## config.mk

```make
export PLATFORM = sky130hd
export DESIGN_NAME = spx_port
export DESIGN_NICKNAME = d
export VERILOG_FILES = /design/src/verilog/spx_pkg.sv /design/src/verilog/spx_port.sv
export SDC_FILE = /design/constraint.sdc
export NUM_CORES = 1
export LEC_CHECK = 0
export BUFFER_PORTS_ARGS = -buffer_cell sky130_fd_sc_hd__buf_2
export CORE_MARGIN = 2
export CORE_UTILIZATION = 35
export CTS_CLUSTER_SIZE = 25
export DETAILED_ROUTE_END_ITERATION = 10
export SYNTH_ARGS = -nofsm -noshare
export SYNTH_HDL_FRONTEND = slang
export SYNTH_SLANG_ARGS = --single-unit
```

## constraint.sdc

```tcl
create_clock -name clk -period 4.8 [get_ports clk]
set_clock_uncertainty 0.15 [all_clocks]
set_input_delay 0.48 -clock clk [delete_from_list [all_inputs] [get_ports clk]]
set_output_delay 0.48 -clock clk [all_outputs]
set_load 0.05 [all_outputs]
```

## src/verilog/spx_pkg.sv

```systemverilog
// Purpose: Constants, field layout and state type of the serial exchange port
// Assumes: 250 MHz system clock, 32-bit AHB-Lite register access
// Notes:   Each register holds 8 bits in the low byte of one aligned word
package spx_pkg;

   // ------------------------------------------------------------------
   // Register map (byte addresses)
   // ------------------------------------------------------------------
   localparam logic [7:0] OFS_CONTROL   = 8'h00;
   localparam logic [7:0] OFS_STATUS    = 8'h04;
   localparam logic [7:0] OFS_DATA      = 8'h08;
   localparam logic [7:0] OFS_DIRECTION = 8'h0c;

   // ------------------------------------------------------------------
   // Field positions and reset values
   // ------------------------------------------------------------------
   localparam int CB_IRQ_EN   = 7;
   localparam int CB_PORT_EN  = 6;
   localparam int CB_OPEN_DRN = 5;
   localparam int CB_CTL_SEL  = 4;
   localparam int CB_IDLE_LVL = 3;
   localparam int CB_EDGE_SEL = 2;
   localparam int SB_DONE     = 7;
   localparam int SB_COLL     = 6;
   localparam int SB_FAULT    = 4;
   localparam int DB_SEL_LVL  = 0;
   localparam int DB_MISO     = 2;
   localparam int DB_MOSI     = 3;
   localparam int DB_SCK      = 4;
   localparam int DB_SEL      = 5;
   localparam logic [7:0] DIR_PORT_MASK   = 8'h3c;
   localparam logic [7:0] CONTROL_RESET   = 8'h00;
   localparam logic [7:0] DIRECTION_RESET = 8'h00;
   localparam logic [2:0] LAST_BIT        = 3'h7;
   localparam logic [3:0] LAST_EDGE       = 4'hf;

   // ------------------------------------------------------------------
   // Serial clock rates and half-period counts
   // ------------------------------------------------------------------
   localparam int CLK_MHZ     = 250;
   localparam int RATE_KHZ_00 = 2000;
   localparam int RATE_KHZ_01 = 1000;
   localparam int RATE_KHZ_10 = 250;
   localparam int RATE_KHZ_11 = 125;
   localparam logic [10:0] HALF_00 = 11'(CLK_MHZ * 1000 / (2 * RATE_KHZ_00));
   localparam logic [10:0] HALF_01 = 11'(CLK_MHZ * 1000 / (2 * RATE_KHZ_01));
   localparam logic [10:0] HALF_10 = 11'(CLK_MHZ * 1000 / (2 * RATE_KHZ_10));
   localparam logic [10:0] HALF_11 = 11'(CLK_MHZ * 1000 / (2 * RATE_KHZ_11));

   // ------------------------------------------------------------------
   // Types
   // ------------------------------------------------------------------
   typedef enum logic {ENG_IDLE, ENG_RUN} spx_eng_t;

   typedef struct packed {
      logic        dphA;
      logic        dphB;
      logic        aWrite;
      logic [7:0]  aAddr;
      logic [31:0] rdata;
      logic [7:0]  ctrl;
      logic [7:0]  dir;
      logic        doneFlag;
      logic        collFlag;
      logic        faultFlag;
      logic        armDone;
      logic        armColl;
      logic        armFault;
      spx_eng_t    eng;
      logic [7:0]  shiftReg;
      logic [7:0]  rxByte;
      logic        outBit;
      logic [2:0]  bitCnt;
      logic [3:0]  edgeCnt;
      logic [10:0] divCnt;
      logic        sckLevel;
      logic        selS1;
      logic        selS2;
      logic        sckS1;
      logic        sckS2;
      logic        sckS3;
      logic        misoS1;
      logic        misoS2;
      logic        mosiS1;
      logic        mosiS2;
   } spx_state_t;

endpackage

```

## src/verilog/spx_port.sv

```systemverilog
// Purpose: Full duplex serial byte exchange port, controller or target, AHB-Lite registers
// Assumes: Single 250 MHz clock; serial pins are asynchronous and pass two flip-flops
// Notes:   Every bus transfer takes one wait state; flags clear by status read then access
//
// Summary of operation
// - Three flags in one status register
// - Interrupt when enabled and any flag set
// - Done flag set after every byte exchange
// - Done clears: status read, then data access
// - Data write during exchange sets collision flag
// - Collision leaves running exchange untouched
// - Collision clears: status read, then data access
// - Fault sets flag, drops outputs, controller, enable
// - Fault clears: status read, then control write
// - Controller data write starts exchange and clock
// - Target shifts preloaded byte out per exchange
// - Rate bits apply to controller; target takes clock
// - Enable bit turns port on or off; select drive ignores it
// - Select bit chooses controller or target role
// - Idle level and edge bits set clocking
// - Rates 2 MHz, 1 MHz, 250 kHz, 125 kHz
// - Clock idles at the idle level bit
// - Fault: controller, select input, low seen
// - Eight bits out and in; byte readable
`timescale 1ns/100ps

module spx_port (
   input  wire logic        clk,
   input  wire logic        rst,
   input  wire logic        hsel,
   input  wire logic [31:0] haddr,
   input  wire logic [1:0]  htrans,
   input  wire logic        hwrite,
   input  wire logic [2:0]  hsize,
   input  wire logic [31:0] hwdata,
   input  wire logic        hready,
   output logic             hreadyout,
   output logic             hresp,
   output logic [31:0]      hrdata,
   input  wire logic        sckIn,
   output logic             sckOut,
   output logic             sckOe,
   input  wire logic        mosiIn,
   output logic             mosiOut,
   output logic             mosiOe,
   input  wire logic        misoIn,
   output logic             misoOut,
   output logic             misoOe,
   input  wire logic        selNIn,
   output logic             selNOut,
   output logic             selNOe,
   output logic             irq
);

   spx_pkg::spx_state_t state_ff;
   spx_pkg::spx_state_t nxt_state;

   logic       addrTake;
   logic       rdStatus;
   logic       dataAcc;
   logic       wrData;
   logic       wrCtrl;
   logic       wrDir;
   logic       portEn;
   logic       ctlMode;
   logic       busy;
   logic       tick;
   logic       edgeEvt;
   logic       leadEdge;
   logic       sampleEdge;
   logic       shiftEdge;
   logic       doneEvt;
   logic       collEvt;
   logic       faultEvt;
   logic       rxIn;
   logic [7:0] shifted;
   logic [7:0] statusByte;

   // ------------------------------------------------------------------
   // Helpers
   // ------------------------------------------------------------------
   function automatic logic hit(input logic [7:0] addr, input logic [7:0] ofs);
      hit = (addr == ofs);
   endfunction

   function automatic logic [10:0] halfCycles(input logic [1:0] rate);
      case (rate)
         2'h0:    halfCycles = spx_pkg::HALF_00;
         2'h1:    halfCycles = spx_pkg::HALF_01;
         2'h2:    halfCycles = spx_pkg::HALF_10;
         default: halfCycles = spx_pkg::HALF_11;
      endcase
   endfunction

   // Open-drain style drive only pulls low
   function automatic logic drives(input logic od, input logic val);
      drives = !od || !val;
   endfunction

   // ------------------------------------------------------------------
   // Access decode and event terms
   // ------------------------------------------------------------------
   assign addrTake   = hsel && htrans[1] && hready;
   assign rdStatus   = state_ff.dphA && !state_ff.aWrite && hit(state_ff.aAddr, spx_pkg::OFS_STATUS);
   assign dataAcc    = state_ff.dphA && hit(state_ff.aAddr, spx_pkg::OFS_DATA);
   assign wrData     = dataAcc && state_ff.aWrite;
   assign wrCtrl     = state_ff.dphA && state_ff.aWrite && hit(state_ff.aAddr, spx_pkg::OFS_CONTROL);
   assign wrDir      = state_ff.dphA && state_ff.aWrite && hit(state_ff.aAddr, spx_pkg::OFS_DIRECTION);
   assign portEn     = state_ff.ctrl[spx_pkg::CB_PORT_EN];
   assign ctlMode    = state_ff.ctrl[spx_pkg::CB_CTL_SEL];
   assign busy       = ctlMode ? (state_ff.eng == spx_pkg::ENG_RUN) : (state_ff.bitCnt != 3'h0);
   assign tick       = (state_ff.eng == spx_pkg::ENG_RUN) &&
                       (state_ff.divCnt == halfCycles(state_ff.ctrl[1:0]) - 11'h001);
   // Controller clocks itself; target follows the synchronised pin
   assign edgeEvt    = ctlMode ? tick
                               : (portEn && !state_ff.selS2 && (state_ff.sckS2 != state_ff.sckS3));
   assign leadEdge   = ctlMode ? (state_ff.sckLevel == state_ff.ctrl[spx_pkg::CB_IDLE_LVL])
                               : (state_ff.sckS3 == state_ff.ctrl[spx_pkg::CB_IDLE_LVL]);
   assign sampleEdge = edgeEvt && (leadEdge != state_ff.ctrl[spx_pkg::CB_EDGE_SEL]);
   assign shiftEdge  = edgeEvt && (leadEdge == state_ff.ctrl[spx_pkg::CB_EDGE_SEL]);
   assign rxIn       = ctlMode ? state_ff.misoS2 : state_ff.mosiS2;
   assign shifted    = {state_ff.shiftReg[6:0], rxIn};
   assign doneEvt    = sampleEdge && (state_ff.bitCnt == spx_pkg::LAST_BIT);
   assign collEvt    = wrData && busy;
   assign faultEvt   = portEn && ctlMode && !state_ff.dir[spx_pkg::DB_SEL] && !state_ff.selS2;

   always_comb begin
      statusByte = 8'h00;
      statusByte[spx_pkg::SB_DONE]  = state_ff.doneFlag;
      statusByte[spx_pkg::SB_COLL]  = state_ff.collFlag;
      statusByte[spx_pkg::SB_FAULT] = state_ff.faultFlag;
   end

   // ------------------------------------------------------------------
   // Next state
   // ------------------------------------------------------------------
   always_comb begin
      nxt_state = state_ff;

      // Pin synchronisers
      nxt_state.selS1  = selNIn;
      nxt_state.selS2  = state_ff.selS1;
      nxt_state.sckS1  = sckIn;
      nxt_state.sckS2  = state_ff.sckS1;
      nxt_state.sckS3  = state_ff.sckS2;
      nxt_state.misoS1 = misoIn;
      nxt_state.misoS2 = state_ff.misoS1;
      nxt_state.mosiS1 = mosiIn;
      nxt_state.mosiS2 = state_ff.mosiS1;

      // Bus phases: address, wait cycle doing the access, ready cycle
      nxt_state.dphA = 1'b0;
      nxt_state.dphB = state_ff.dphA;
      if (addrTake) begin
         nxt_state.dphA   = 1'b1;
         nxt_state.aWrite = hwrite;
         nxt_state.aAddr  = haddr[7:0];
      end
      if (state_ff.dphA && !state_ff.aWrite) begin
         nxt_state.rdata = 32'h0000_0000;
         if (hit(state_ff.aAddr, spx_pkg::OFS_CONTROL)) begin
            nxt_state.rdata[7:0] = state_ff.ctrl;
         end
         if (hit(state_ff.aAddr, spx_pkg::OFS_STATUS)) begin
            nxt_state.rdata[7:0] = statusByte;
         end
         if (hit(state_ff.aAddr, spx_pkg::OFS_DATA)) begin
            nxt_state.rdata[7:0] = state_ff.rxByte;
         end
         if (hit(state_ff.aAddr, spx_pkg::OFS_DIRECTION)) begin
            nxt_state.rdata[7:0] = state_ff.dir;
         end
      end
      if (wrCtrl) begin
         nxt_state.ctrl = hwdata[7:0];
      end
      if (wrDir) begin
         nxt_state.dir = hwdata[7:0];
      end

      // Shift engine
      if (sampleEdge) begin
         nxt_state.shiftReg = shifted;
         nxt_state.bitCnt   = state_ff.bitCnt + 3'h1;
      end
      if (doneEvt) begin
         nxt_state.rxByte = shifted;
      end
      if (shiftEdge) begin
         nxt_state.outBit = state_ff.shiftReg[7];
      end
      case (state_ff.eng)
         spx_pkg::ENG_IDLE: begin
            nxt_state.divCnt  = 11'h000;
            nxt_state.edgeCnt = 4'h0;
         end
         spx_pkg::ENG_RUN: begin
            if (tick) begin
               nxt_state.divCnt   = 11'h000;
               nxt_state.sckLevel = !state_ff.sckLevel;
               nxt_state.edgeCnt  = state_ff.edgeCnt + 4'h1;
               if (state_ff.edgeCnt == spx_pkg::LAST_EDGE) begin
                  nxt_state.eng = spx_pkg::ENG_IDLE;
               end
            end else begin
               nxt_state.divCnt = state_ff.divCnt + 11'h001;
            end
         end
         default: nxt_state.eng = spx_pkg::ENG_IDLE;
      endcase
      // A write during an exchange is dropped so the byte in flight finishes
      if (wrData && !busy) begin
         nxt_state.shiftReg = hwdata[7:0];
         nxt_state.outBit   = hwdata[7];
         nxt_state.bitCnt   = 3'h0;
         if (ctlMode && portEn) begin
            nxt_state.eng     = spx_pkg::ENG_RUN;
            nxt_state.divCnt  = 11'h000;
            nxt_state.edgeCnt = 4'h0;
         end
      end
      // Target deselected mid-byte starts over at the next select
      if (!ctlMode && state_ff.selS2) begin
         nxt_state.bitCnt = 3'h0;
         nxt_state.outBit = state_ff.shiftReg[7];
      end
      if (!portEn) begin
         nxt_state.eng    = spx_pkg::ENG_IDLE;
         nxt_state.bitCnt = 3'h0;
      end

      // Mode fault response
      if (faultEvt) begin
         nxt_state.dir                      = state_ff.dir & ~spx_pkg::DIR_PORT_MASK;
         nxt_state.ctrl[spx_pkg::CB_CTL_SEL] = 1'b0;
         nxt_state.ctrl[spx_pkg::CB_PORT_EN] = 1'b0;
         nxt_state.eng                      = spx_pkg::ENG_IDLE;
         nxt_state.bitCnt                   = 3'h0;
      end
      if (nxt_state.eng == spx_pkg::ENG_IDLE) begin
         nxt_state.sckLevel = nxt_state.ctrl[spx_pkg::CB_IDLE_LVL];
      end

      // Flag clearing: status read arms, later access clears; setting wins
      if (rdStatus) begin
         nxt_state.armDone  = state_ff.doneFlag;
         nxt_state.armColl  = state_ff.collFlag;
         nxt_state.armFault = state_ff.faultFlag;
      end
      if (dataAcc) begin
         if (state_ff.armDone) begin
            nxt_state.doneFlag = 1'b0;
         end
         if (state_ff.armColl) begin
            nxt_state.collFlag = 1'b0;
         end
         nxt_state.armDone = 1'b0;
         nxt_state.armColl = 1'b0;
      end
      if (wrCtrl) begin
         if (state_ff.armFault) begin
            nxt_state.faultFlag = 1'b0;
         end
         nxt_state.armFault = 1'b0;
      end
      if (doneEvt) begin
         nxt_state.doneFlag = 1'b1;
      end
      if (collEvt) begin
         nxt_state.collFlag = 1'b1;
      end
      if (faultEvt) begin
         nxt_state.faultFlag = 1'b1;
      end
   end

   // ------------------------------------------------------------------
   // State register
   // ------------------------------------------------------------------
   always_ff @(posedge clk or posedge rst) begin
      if (rst) begin
         state_ff      <= '0;
         state_ff.ctrl <= spx_pkg::CONTROL_RESET;
         state_ff.dir  <= spx_pkg::DIRECTION_RESET;
         state_ff.eng  <= spx_pkg::ENG_IDLE;
         state_ff.selS1 <= 1'b1;
         state_ff.selS2 <= 1'b1;
      end else begin
         state_ff <= nxt_state;
      end
   end

   // ------------------------------------------------------------------
   // Outputs
   // ------------------------------------------------------------------
   assign hreadyout = !state_ff.dphA;
   assign hresp     = 1'b0;
   assign hrdata    = state_ff.rdata;
   assign irq       = state_ff.ctrl[spx_pkg::CB_IRQ_EN] &&
                      (state_ff.doneFlag || state_ff.collFlag || state_ff.faultFlag);
   assign sckOut    = state_ff.sckLevel;
   assign mosiOut   = state_ff.outBit;
   assign misoOut   = state_ff.outBit;
   assign selNOut   = state_ff.dir[spx_pkg::DB_SEL_LVL];
   assign sckOe     = portEn && ctlMode && state_ff.dir[spx_pkg::DB_SCK] &&
                      drives(state_ff.ctrl[spx_pkg::CB_OPEN_DRN], state_ff.sckLevel);
   assign mosiOe    = portEn && ctlMode && state_ff.dir[spx_pkg::DB_MOSI] &&
                      drives(state_ff.ctrl[spx_pkg::CB_OPEN_DRN], state_ff.outBit);
   assign misoOe    = portEn && !ctlMode && !state_ff.selS2 && state_ff.dir[spx_pkg::DB_MISO] &&
                      drives(state_ff.ctrl[spx_pkg::CB_OPEN_DRN], state_ff.outBit);
   // Target mode always treats the select pin as an input
   assign selNOe    = ctlMode && state_ff.dir[spx_pkg::DB_SEL] &&
                      drives(state_ff.ctrl[spx_pkg::CB_OPEN_DRN], state_ff.dir[spx_pkg::DB_SEL_LVL]);
endmodule // spx_port

```

After elaboration in Yosys (flattened, before gate mapping)
Index checks and enable logic that the tools add are counted.
{ "op_classes": {"addsub": 4, "mul": 0, "div_mod_pow": 0, "n_lt_le_gt_ge": 0, "eq_ne": 16, "shifts": 0, "muxes": 47, "bitwise_logic": 2, "n_reduce_logical": 66} }
{ "op_table": {"columns": ["operator", "count"], "rows": [
  ["$mux W8", 5],
  ["$logic_and A1 B1 Y1", 32],
  ["$pmux W10 S3", 1],
  ["$pmux W15 S2", 1],
  ["$mux W1", 25],
  ["$reduce_bool A2 Y1", 10],
  ["$mux W19", 1],
  ["$eq A8 B4 Y1 const B", 2],
  ["$mux W15", 1],
  ["$mux W3", 4],
  ["$mux W6", 2],
  ["$add A11 B1 Y11 const B", 1],
  ["$eq A11 B11 Y1", 1],
  ["$mux W11", 1],
  ["$sub A11 B1 Y11 const B", 1],
  ["$logic_not A1 Y1", 10],
  ["$reduce_and A2 Y1", 5],
  ["$mux W9", 1],
  ["$eq A8 B3 Y1 const B", 1],
  ["$logic_not A8 Y1", 1],
  ["$mux W4", 2],
  ["$mux W7", 1],
  ["$reduce_bool A3 Y1", 2],
  ["$logic_or A1 B1 Y1", 5],
  ["other kinds (14)", 19]
]} }
{ "totals": {"reg_bits": 86, "latch_bits": 0, "mem_bits_rw": 0, "rom_bits": 0, "in_bits": 78, "out_inout_bits": 43, "elab_cells": 167, "n_memories": 0} }

Longest topological paths before layout
Gate-level depths: netlist of the first run.
{ "logic_depth": {"word_depth": 13, "ltp_mapped": 8, "depth_no_buf": 7} }

Worst setup path after synthesis of the first run
Ideal clock, no wire load.
{ "synth_timing": {"path_type": "register to register", "startpoint": "register state_ff (netlist bit sckOut)", "endpoint": "register state_ff[29] (netlist bit)", "setup_time_ns": 0.125, "arrival_time_ns": 1.930, "required_ns": 4.525, "path_slack_ns": 2.596, "path_stages_with_launch": 7, "path_buffers": 0, "period_less_slack_ns": 2.204, "path_cell_list": "dfrtp_1 -> mux2i_1 -> xnor2_1 -> nand2_1 -> o31ai_4 -> nand2_2 -> mux2_2"} }
{ "synth_between": {"elab_chain_len": 5} }
{ "synth_lines": {"columns": ["element", "line_no", "source"], "rows": [
  ["start, declared", "spx_port.sv:55", "spx_pkg::spx_state_t state_ff;"],
  ["start signal, assigned", "spx_port.sv:289", "state_ff <= nxt_state;"],
  ["$eq A1 B1 Y1", "spx_port.sv:117", "assign leadEdge = ctlMode ? (state_ff.sckLevel == state_ff.ctrl[spx_pkg::CB_IDLE_LVL])"],
  ["$mux W1", "spx_port.sv:117", null],
  ["$ne A1 B1 Y1", "spx_port.sv:119", "assign sampleEdge = edgeEvt && (leadEdge != state_ff.ctrl[spx_pkg::CB_EDGE_SEL]);"],
  ["$logic_and A1 B1 Y1", "spx_port.sv:119", null],
  ["$logic_and A1 B1 Y1", "spx_port.sv:123", "assign doneEvt = sampleEdge && (state_ff.bitCnt == spx_pkg::LAST_BIT);"]
]} }
Every way passes these cells.
A chain may end at the register's enable or synchronous reset.

Worst setup path after layout of the first run
{ "layout_timing": {"startpoint": "register state_ff (netlist bit ctlMode)", "endpoint": "register state_ff[35] (netlist bit)"} }
{ "layout_between": {"elab_chain_len": 4, "elab_cells_between_ends": 5, "cone_classes": "eq/ne: 1; mux: 2; reduce/logical: 2"} }
{ "layout_lines": {"columns": ["element", "line_no"], "rows": [
  ["$mux W1", "spx_port.sv:117"],
  ["$ne A1 B1 Y1", "spx_port.sv:119"],
  ["$logic_and A1 B1 Y1 (*)", "spx_port.sv:119"],
  ["$logic_and A1 B1 Y1 (*)", "spx_port.sv:123"]
]} }
Mark *: on every way between the ends. The rest lies on a longest branch, timed or not.

==> impl.org, run 1 <==
** Floorplanning
- Starting utilization of the core area :: 0.360
- Ports :: 121
- Measured along the x axis, the die boundary spans 115 um.
- FP Rows :: 40
- Die outline area :: 0.0133 mm^2
- The total area inside the core boundary comes to 0.0121 mm^2.
- Chip Height :: 115 um

** Worst setup path
- STA puts the critical path data arrival time at 3.19 ns.
- Of all nets on the critical path, the largest fanout is 15.
- The worst setup path is of the register to register kind.
- The slowest stage of the critical path is the o31ai_4 cell.
- For flop-to-flop paths, the worst setup slack is 1.70 ns.
- At the worst endpoint, the required time is 4.89 ns.
- Series of cell instances along the critical path :: mux2i_1, xnor2_1, nand2_1, o31ai_4, nand2_2, mux2_2
- CP endpoint kind :: register
- Nature of the critical path startpoint :: register
- Largest stage delay on the critical path :: 0.73 ns

** Clock network
- TritonCTS built the clock tree.
- CTS buffer count :: 9
- Post-CTS setup-driven buffer insertion count :: 0
- Clock buffer depth :: 2
- Total of hold buffers inserted after clock tree synthesis :: 0
- Clock transition time at the flip-flop clock pins of the worst setup and hold paths :: 0.07 ns
- # clock sinks :: 86
- Post-CTS sizing :: 0
- Number of H-tree levels :: 3
- The root buffer cell chosen for the clock tree is clkbuf_16.
- For the worst-skew pair, the clock arrives at the later sink with an insertion delay of 0.35 ns.

** Logic synthesis
- Counting flops and latches in the post-synthesis netlist gives 86.
- In the synthesized netlist, the number of instances is 391.
- Area share of the leading cell type in the synthesized netlist :: 0.484
- Number of enable-type register cells in the synthesized netlist :: 0
- Netlist Area Pre-Place :: 0.00435 mm^2
- The synthesized design spends more area on one cell type than any other, namely dfrtp_1.
- Averaged over all synthesized cells, the footprint is 11.1 um^2.
- During synthesis, Yosys emitted a total of 0 warnings.
- Counting flops with an async set or reset pin after synthesis yields a share of 1.00.
- Ranked by total cell area, the synthesized netlist is headed by dfrtp_1, mux2_2, buf_4, mux2i_1, nand2_1.
- In this run, distinct cell masters in the synthesized netlist total 63.
- Sequential cell area fraction in the yosys report :: 0.496
- Among all flip-flop cells after synthesis, the most frequent one is dfrtp_1.

** Routing
- In the routed design, unresolved DRC markers number 0.
- Using the TritonRoute via totals, the vias-per-cell ratio works out to 4.81.
- Total wire length after detailed routing :: 8890 um
- Routed via count :: 2,868
- Routed wirelength normalized by instance count :: 14.9 um
- The first routing iteration left 98 violations.
- The first TritonRoute pass finished after 4 iterations.
- The count of nets left with antenna violations once routing finished came out at 0.

** Pwr
- Across the VDD grid, the largest voltage drop is 0.147 mV.
- Total power draw :: 0.00167 W
- Static Leakage :: 2.22 nW
- Dividing total power by cell area gives a power density of 345 mW/mm^2.

** Placed design
- Gpl congestion :: 0.763
- Post-Place Cells :: 580
- Count of buffers inserted at the top-level ports :: 43
- Placed wire-length estimate :: 6440 um
- Cell area after placement :: 0.00454 mm^2

** STA
- Headroom to the max-slew limit came out at 0.419.
- Setup repair after global routing left no endpoint under its margin.
- Share of the cycle needed by the critical path after routing :: 0.646
- The final number of hold-violating endpoints came to 0.
- Number of slew-limit violations in the final report :: 0
- Count of endpoints failing setup in the final report :: 0
- Subtracting the final worst setup slack from the clock period gives 3.10 ns.
- Worst-Margin Slew :: 0.872 ns
- Achievable clock frequency :: 322 MHz
- Setup total negative slack on the finished layout was measured at 0 ns.

** Layout
- Layout Utilization :: 0.401
- Fraction of layout instances using a drive strength above 1 :: 0.262
- Filler instances :: 1,163
- Leading cell type in the layout, fill and taps excluded :: dfrtp_1
- Syn-to-layout area delta :: 11.4%
- The library cells used most frequently in the layout, excluding fill and tap cells, are dfrtp_1, buf_2, nand2_1, mux2_2, nor2_1.
- Total inserted antenna cells :: 0
- After the last flow step, the layout net total stands at 506.
- Final Instance Count excl. Fillers :: 596
- Post-layout instance area :: 0.00484 mm^2

** Run status
- The run finished with clean final reports.

** GRT
- Global router's overall resource usage :: 0.142
- After global routing the overflow that remains totals 0.
- First-pass GRT wire length :: 14,500 um
- Initial antenna violation count :: 0
- Maximum number of pins on one net before global-route repair :: 49
- The via count of the first global-routing pass was 2,842.

** Run
- The tool flagged a number of max-cap violations equal to 0.

** Min path
- The tightest min-delay check is of the primary input to async pin type.
-- cells in the mapped netlist, drive strengths merged (2+ instances only) --
cell,n
a22oi,5
nor2,33
a22o,3
nand3b,2
nor3,2
buf,41
nand2,38
nand2b,4
clkbuf,7
nor2b,2
and2,4
a21boi,2
dfrtp,84
and3,8
nand3,12
ha,5
a21oi,7
o21ai,16
or2,4
mux2,33
nor4,3
o31a,2
xnor2,6
o21bai,2
dfstp,2
nand4,4
mux4,3
mux2i,19
inv,8
or4,2
xor2,9
-- routing by layer --
layer | global-route usage | vias up | wire, um
met2 | 0.226 | 64 | 4300
met5 | 0 | - | 0
li1 | - | 1365 | -
met1 | 0.193 | 1432 | 4140
met3 | 0.0303 | 7 | 357
met4 | 0.0506 | 0 | 96
-- critical path: cells and delay by family, from the launching register on --
kind             cells  cell delay, ns
flip-flops           1            0.67
AND/OR/NAND/NOR      2            0.51
XOR/XNOR             1            0.24
AO/OA/AOI/OAI        1            0.73
multiplexers         2            0.68
-- worst paths after layout --
check	startpoint	to	depth (start not counted)
max	ctlMode$_DFFE_PP0P_	state_ff[35]$_DFFE_PP0P_	6
min	rst	state_ff[62]$_DFFE_PP0P_	2
max reg2reg	ctlMode$_DFFE_PP0P_	state_ff[35]$_DFFE_PP0P_	6
min reg2reg	nxt_state[5]$_DFF_PP0_	nxt_state[4]$_DFF_PP0_	0
max in group asynchronous	rst	hrdata[5]$_DFFE_PP0P_	3
min in group clk	misoIn	nxt_state[2]$_DFF_PP0_	1
-- power by group --
group	leakage, nW	internal (W)	switching [W]	total, W
Combinational	0.965	0.0000548	0.000112	0.000167
Sequential	1.11	0.000757	0.0000434	0.000801
Clock	0.145	0.000369	0.000334	0.000703
Total	2.22	0.00118	0.000490	0.00167
-- registers in the layout (all words and copies together) (netlist names) --
name / count
state_ff: 60
selNOut: 1
hrdata: 8
ctlMode: 1
nxt_state: 6
misoOut: 1
sckOut: 1
shifted: 7
portEn: 1
-- stage by stage --
stage | hold WS, ns | worst slack, ns
2_1_floorplan | 0.181 | 1.95
3_3_place_gp | 0.183 | 1.79
3_5_place_dp | 0.193 | 1.73
4_1_cts | 0.0737 | 1.71
5_1_grt | 0.0697 | 1.46
6_report | 0.0587 | 1.70
-- cells by family (layout without fill, tap and decap cells) --
group | Yosys count | in the layout | share of synthesized area
buffers and inverters | 56 | 69 | 0.0841
and+or+nand+nor | 125 | 125 | 0.150
AOI/OAI and AO/OA | 48 | 48 | 0.0795
other | 1 | 25 | 0.000863
adders and majority gates | 5 | 5 | 0.0144
DFF | 86 | 86 | 0.496
muxes | 55 | 55 | 0.145
xor gates and xnor gates | 15 | 15 | 0.0302
-- area by class of cell --
cell class	count	area [um^2]	share of cell area
Sequential cell	86	2150	0.445
Clock inverter	7	75.1	0.0155
Timing Repair Buffer	45	230	0.0475
Inverter	8	31.3	0.00646
Tap cell	168	210	0.0434
Clock buffer	9	225	0.0465
Multi-Input combinational cell	273	1920	0.396
(Power assumes the default switching activity.)
==> run 2, diff against run 1 <==
==> constraint.sdc (replaced) <==
create_clock -name clk -period 2.5 [get_ports clk]
set_clock_uncertainty 0.15 [all_clocks]
set_input_delay 0.25 -clock clk [delete_from_list [all_inputs] [get_ports clk]]
set_output_delay 0.25 -clock clk [all_outputs]
set_load 0.05 [all_outputs]
==> run 2 against run 1 <==
Against the previous run: hold slack got worse by 0.049 ns; flip-flop and latch count unchanged; non-clock buffer count increased by 23; sequential power increased by 90%; sequential share of layout area decreased by 2.3 points; critical path depth unchanged; register-to-register slack got worse by 1.6 ns; largest power group unchanged.
==> impl.org, run 2 (synthesis results as in run 1) <==
** Routing
- Total wire length after detailed routing :: 9220 um (was 8890 um)
- The number of design-rule violations left by the first detailed-router iteration was 154 (was 98).
- Routed wirelength normalized by instance count :: 14.9 um (about the same)
- The DRC violations left is 0 (unchanged).
- Routed via count :: 2,958 (was 2,868)
- Vias per cell :: 4.78 (was 4.81)
- Antenna Nets Post-Route :: 0 (unchanged)
- DR pass1 iterations :: 4 (unchanged)

** Layout
- The fraction of final layout cells sized beyond drive strength 1 is 0.275 (was 0.262).
- The most frequent standard cell in the layout excluding fill and tap cells was dfrtp_1 (unchanged).
- The post-synthesis to final-layout area growth is 17.4% (was 11.4%).
- Commonest non-fill, non-tap cells in the layout: dfrtp_1, buf_2, nand2_1, mux2_2, nor2_1 (unchanged).
- Most flop-heavy register :: state_ff (unchanged)
- The number of flip-flops in the largest register was 60 (unchanged).
- The antenna diode instance count was 0 (unchanged).
- Final nets :: 529 (was 506)
- The filler cell count in the final layout is 1,146 (was 1,163).
- The number of non-filler instances in the completed layout is 619 (was 596).

** Placed design
- Pre-CTS setup slack :: 0.150 ns (was 1.73 ns)
- Count of buffers inserted at the top-level ports :: 43 (unchanged)
- The half-perimeter wire length of the detailed placement result was 6730 um (was 6440 um).
- Gpl congestion :: 0.817 (was 0.763)
- The cell total after placement is 591 (was 580).

** Pwr
- The clock share of power is 0.441 (was 0.421).
- The maximum vdd ir drop is 0.339 mV (was 0.147 mV).
- The power density over the cells came to 665 mW/mm^2 (was 345 mW/mm^2).
- Share of power burned in registers :: 0.447 (was 0.479)
- The part of the power in combinational logic is 0.112 (was 0.100).
- The cell internal power dissipation came to 0.00251 W (was 0.00118 W).
- The leakage power summed over all cells was 2.35 nW (was 2.22 nW).
- The net switching component of the power was 0.000885 W (was 0.000490 W).
- Switching power share of the total :: 0.261 (was 0.293)

** Worst setup path
- The critical path startpoint category is a register (unchanged).
- The highest cell delay on the worst timing path was 0.52 ns (was 0.73 ns).
- The library cell contributing the largest single delay on the critical path is dfrtp_1 (was o31ai_4).
- Critical path class :: register to register (unchanged)
- Series of cell instances along the critical path :: and3b_4, nor4_4, nand3_2, o31ai_4, nand2_2, mux2_2 (was mux2i_1, xnor2_1, nand2_1, o31ai_4, nand2_2, mux2_2)
- The critical-path maximum fanout was 11 (was 15).
- Required time reported for the critical path endpoint :: 2.56 ns (was 4.89 ns)
- The kind of end point of the critical path is a register (unchanged).
- Critical path data arrival time :: 2.44 ns (was 3.19 ns)

** Floorplanning
- The initial standard-cell utilization of the core was 0.360 (unchanged).
- The die extent in y was 115 um (unchanged).
- Die width :: 115 um (unchanged)
- Die outline area :: 0.0133 mm^2 (unchanged)
- The number of ports placed on the die boundary was 121 (unchanged).
- The number of cell rows came to 40 (unchanged).
- The standard cell core area was 0.0121 mm^2 (unchanged).

** STA
- Share of the cycle needed by the critical path after routing :: 0.949 (was 0.646)
- The number of endpoints failing setup at the final stage is 0 (unchanged).
- Number of slew-limit violations in the final report :: 0 (unchanged)
- The relative slew slack was 0.575 (was 0.419).
- The final number of hold-violating endpoints came to 0 (unchanged).
- The smallest setup slack after layout is 0.127 ns (was 1.70 ns).
- Setup repair after global routing missed its margin :: no (unchanged)
- Achievable clock frequency :: 421 MHz (was 322 MHz)
- Worst-Margin Slew :: 0.637 ns (was 0.872 ns)
- Sum Neg Setup Slack :: 0 ns (unchanged)
- Minimum clock period :: 2.37 ns (was 3.10 ns)

** GRT
- Number of global-route vias before repair :: 2,837 (was 2,842)
- The global route total overflow came to 0 (unchanged).
- The number of antenna violations at the first check in global routing is 0 (unchanged).
- First-pass GRT wire length :: 15,000 um (was 14,500 um)
- The pin count of the biggest net entering global routing is 43 (was 49).
- The total routing usage reported by global routing is 0.148 (was 0.142).

** Clock network
- Clock transition time at the flip-flop clock pins of the worst setup and hold paths :: 0.07 ns (about the same)
- Root Driver :: clkbuf_16 (unchanged)
- The total number of H-tree levels came to 3 (unchanged).
- The number of sinks on the clock net was 86 (unchanged).
- The buffers inserted during post-CTS setup optimization is 0 (unchanged).
- The number of buffers created by CTS came to 9 (unchanged).
- Clock buffer depth :: 2 (unchanged)
- TritonCTS clock tree :: yes (unchanged)
- The clock latency reported for the late side of the worst-skew pair is 0.34 ns (was 0.35 ns).

** Run status
- Result of the run :: completed (unchanged)

** Min path
- The path category of the worst min-delay check is primary input to register (was primary input to async pin).

** Run
- The number of maximum-capacitance constraint violations was 0 (unchanged).
run 2: changes by cell type in the layout (fill, tap and decap cells not counted), sizes merged:
cell and delta:
dlygate4sd3 +12, clkbuf +1, clkinv -3, buf +11, bufinv +2
run 2: stage by stage:
step	cell area (um^2)	hold WS (ns)	util	total power, W
floorplan	4440	0.104	-	0.00184
global placement	4640	0.181	0.385	0.00190
detailed placement	4640	0.186	0.385	0.00191
CTS	5100	0.00727	0.423	0.00343
global route	5100	0.00434	0.423	0.00353
finish	5100	0.00943	0.423	0.00340
run 2: layer usage:
layer / part of all wire / up-vias / wire [um] / track usage
li1: - / 1415 / - / -
met3: 0.039 / 7 / 357 / 0.0241
met1: 0.48 / 1462 / 4420 / 0.215
met5: 0 / - / 0 / 0
met4: 0.012 / 0 / 111 / 0.0506
met2: 0.47 / 74 / 4330 / 0.225
run 2: path summary, 6_finish.rpt:
path,startpoint,endpoint,slack [ns],cells after the start
hold reg to reg,nxt_state[5]$_DFF_PP0_,nxt_state[4]$_DFF_PP0_,0.20,0
setup / recovery,state_ff[61]$_DFFE_PP0P_,state_ff[31]$_DFFE_PP0P_,0.13,6
setup reg to reg,state_ff[61]$_DFFE_PP0P_,state_ff[31]$_DFFE_PP0P_,0.13,6
min in group asynchronous,rst,state_ff[23]$_DFF_PP0_,0.39,3
hold / removal,haddr[1],state_ff[101]$_DFFE_PP0P_,0.009,2
max in group asynchronous,rst,state_ff[61]$_DFFE_PP0P_,1.15,4
run 2: final cells by class:
cell class	instances	area, um^2	share of cell area
tap	168	210	0.0412
inverter	8	33.8	0.00662
multi-input combinational	273	1920	0.377
timing repair buffer	68	445	0.0873
clock inverter	6	97.6	0.0191
sequential	86	2150	0.422
clock buffer	10	239	0.0468
run 2: critical path: cells and delay by family, from the launching register on:
family / cells / cell delay, ns
DFF: 1 / 0.52
and+or+nand+nor: 4 / 0.94
AOI/OAI and AO/OA: 1 / 0.31
muxes: 1 / 0.33
run 2: power by group through the flow:
| stage | Sequential (W) | Clock [W] | Combinational (W) |
|---|---|---|---|
| global route | 0.00152 | 0.00159 | 0.000414 |
| global placement | 0.00154 | 0 | 0.000363 |
| finish | 0.00152 | 0.00150 | 0.000381 |
| CTS | 0.00152 | 0.00153 | 0.000385 |
| detailed placement | 0.00154 | 0 | 0.000369 |
| floorplan | 0.00153 | 0 | 0.000307 |
run 2: repair_timing:
item / in CTS / in global routing
setup endpoints to repair: 0 / 5
resized for setup: 0 / 1
hold endpoints to repair: 34 / 0
hold buffers: 12 / 0
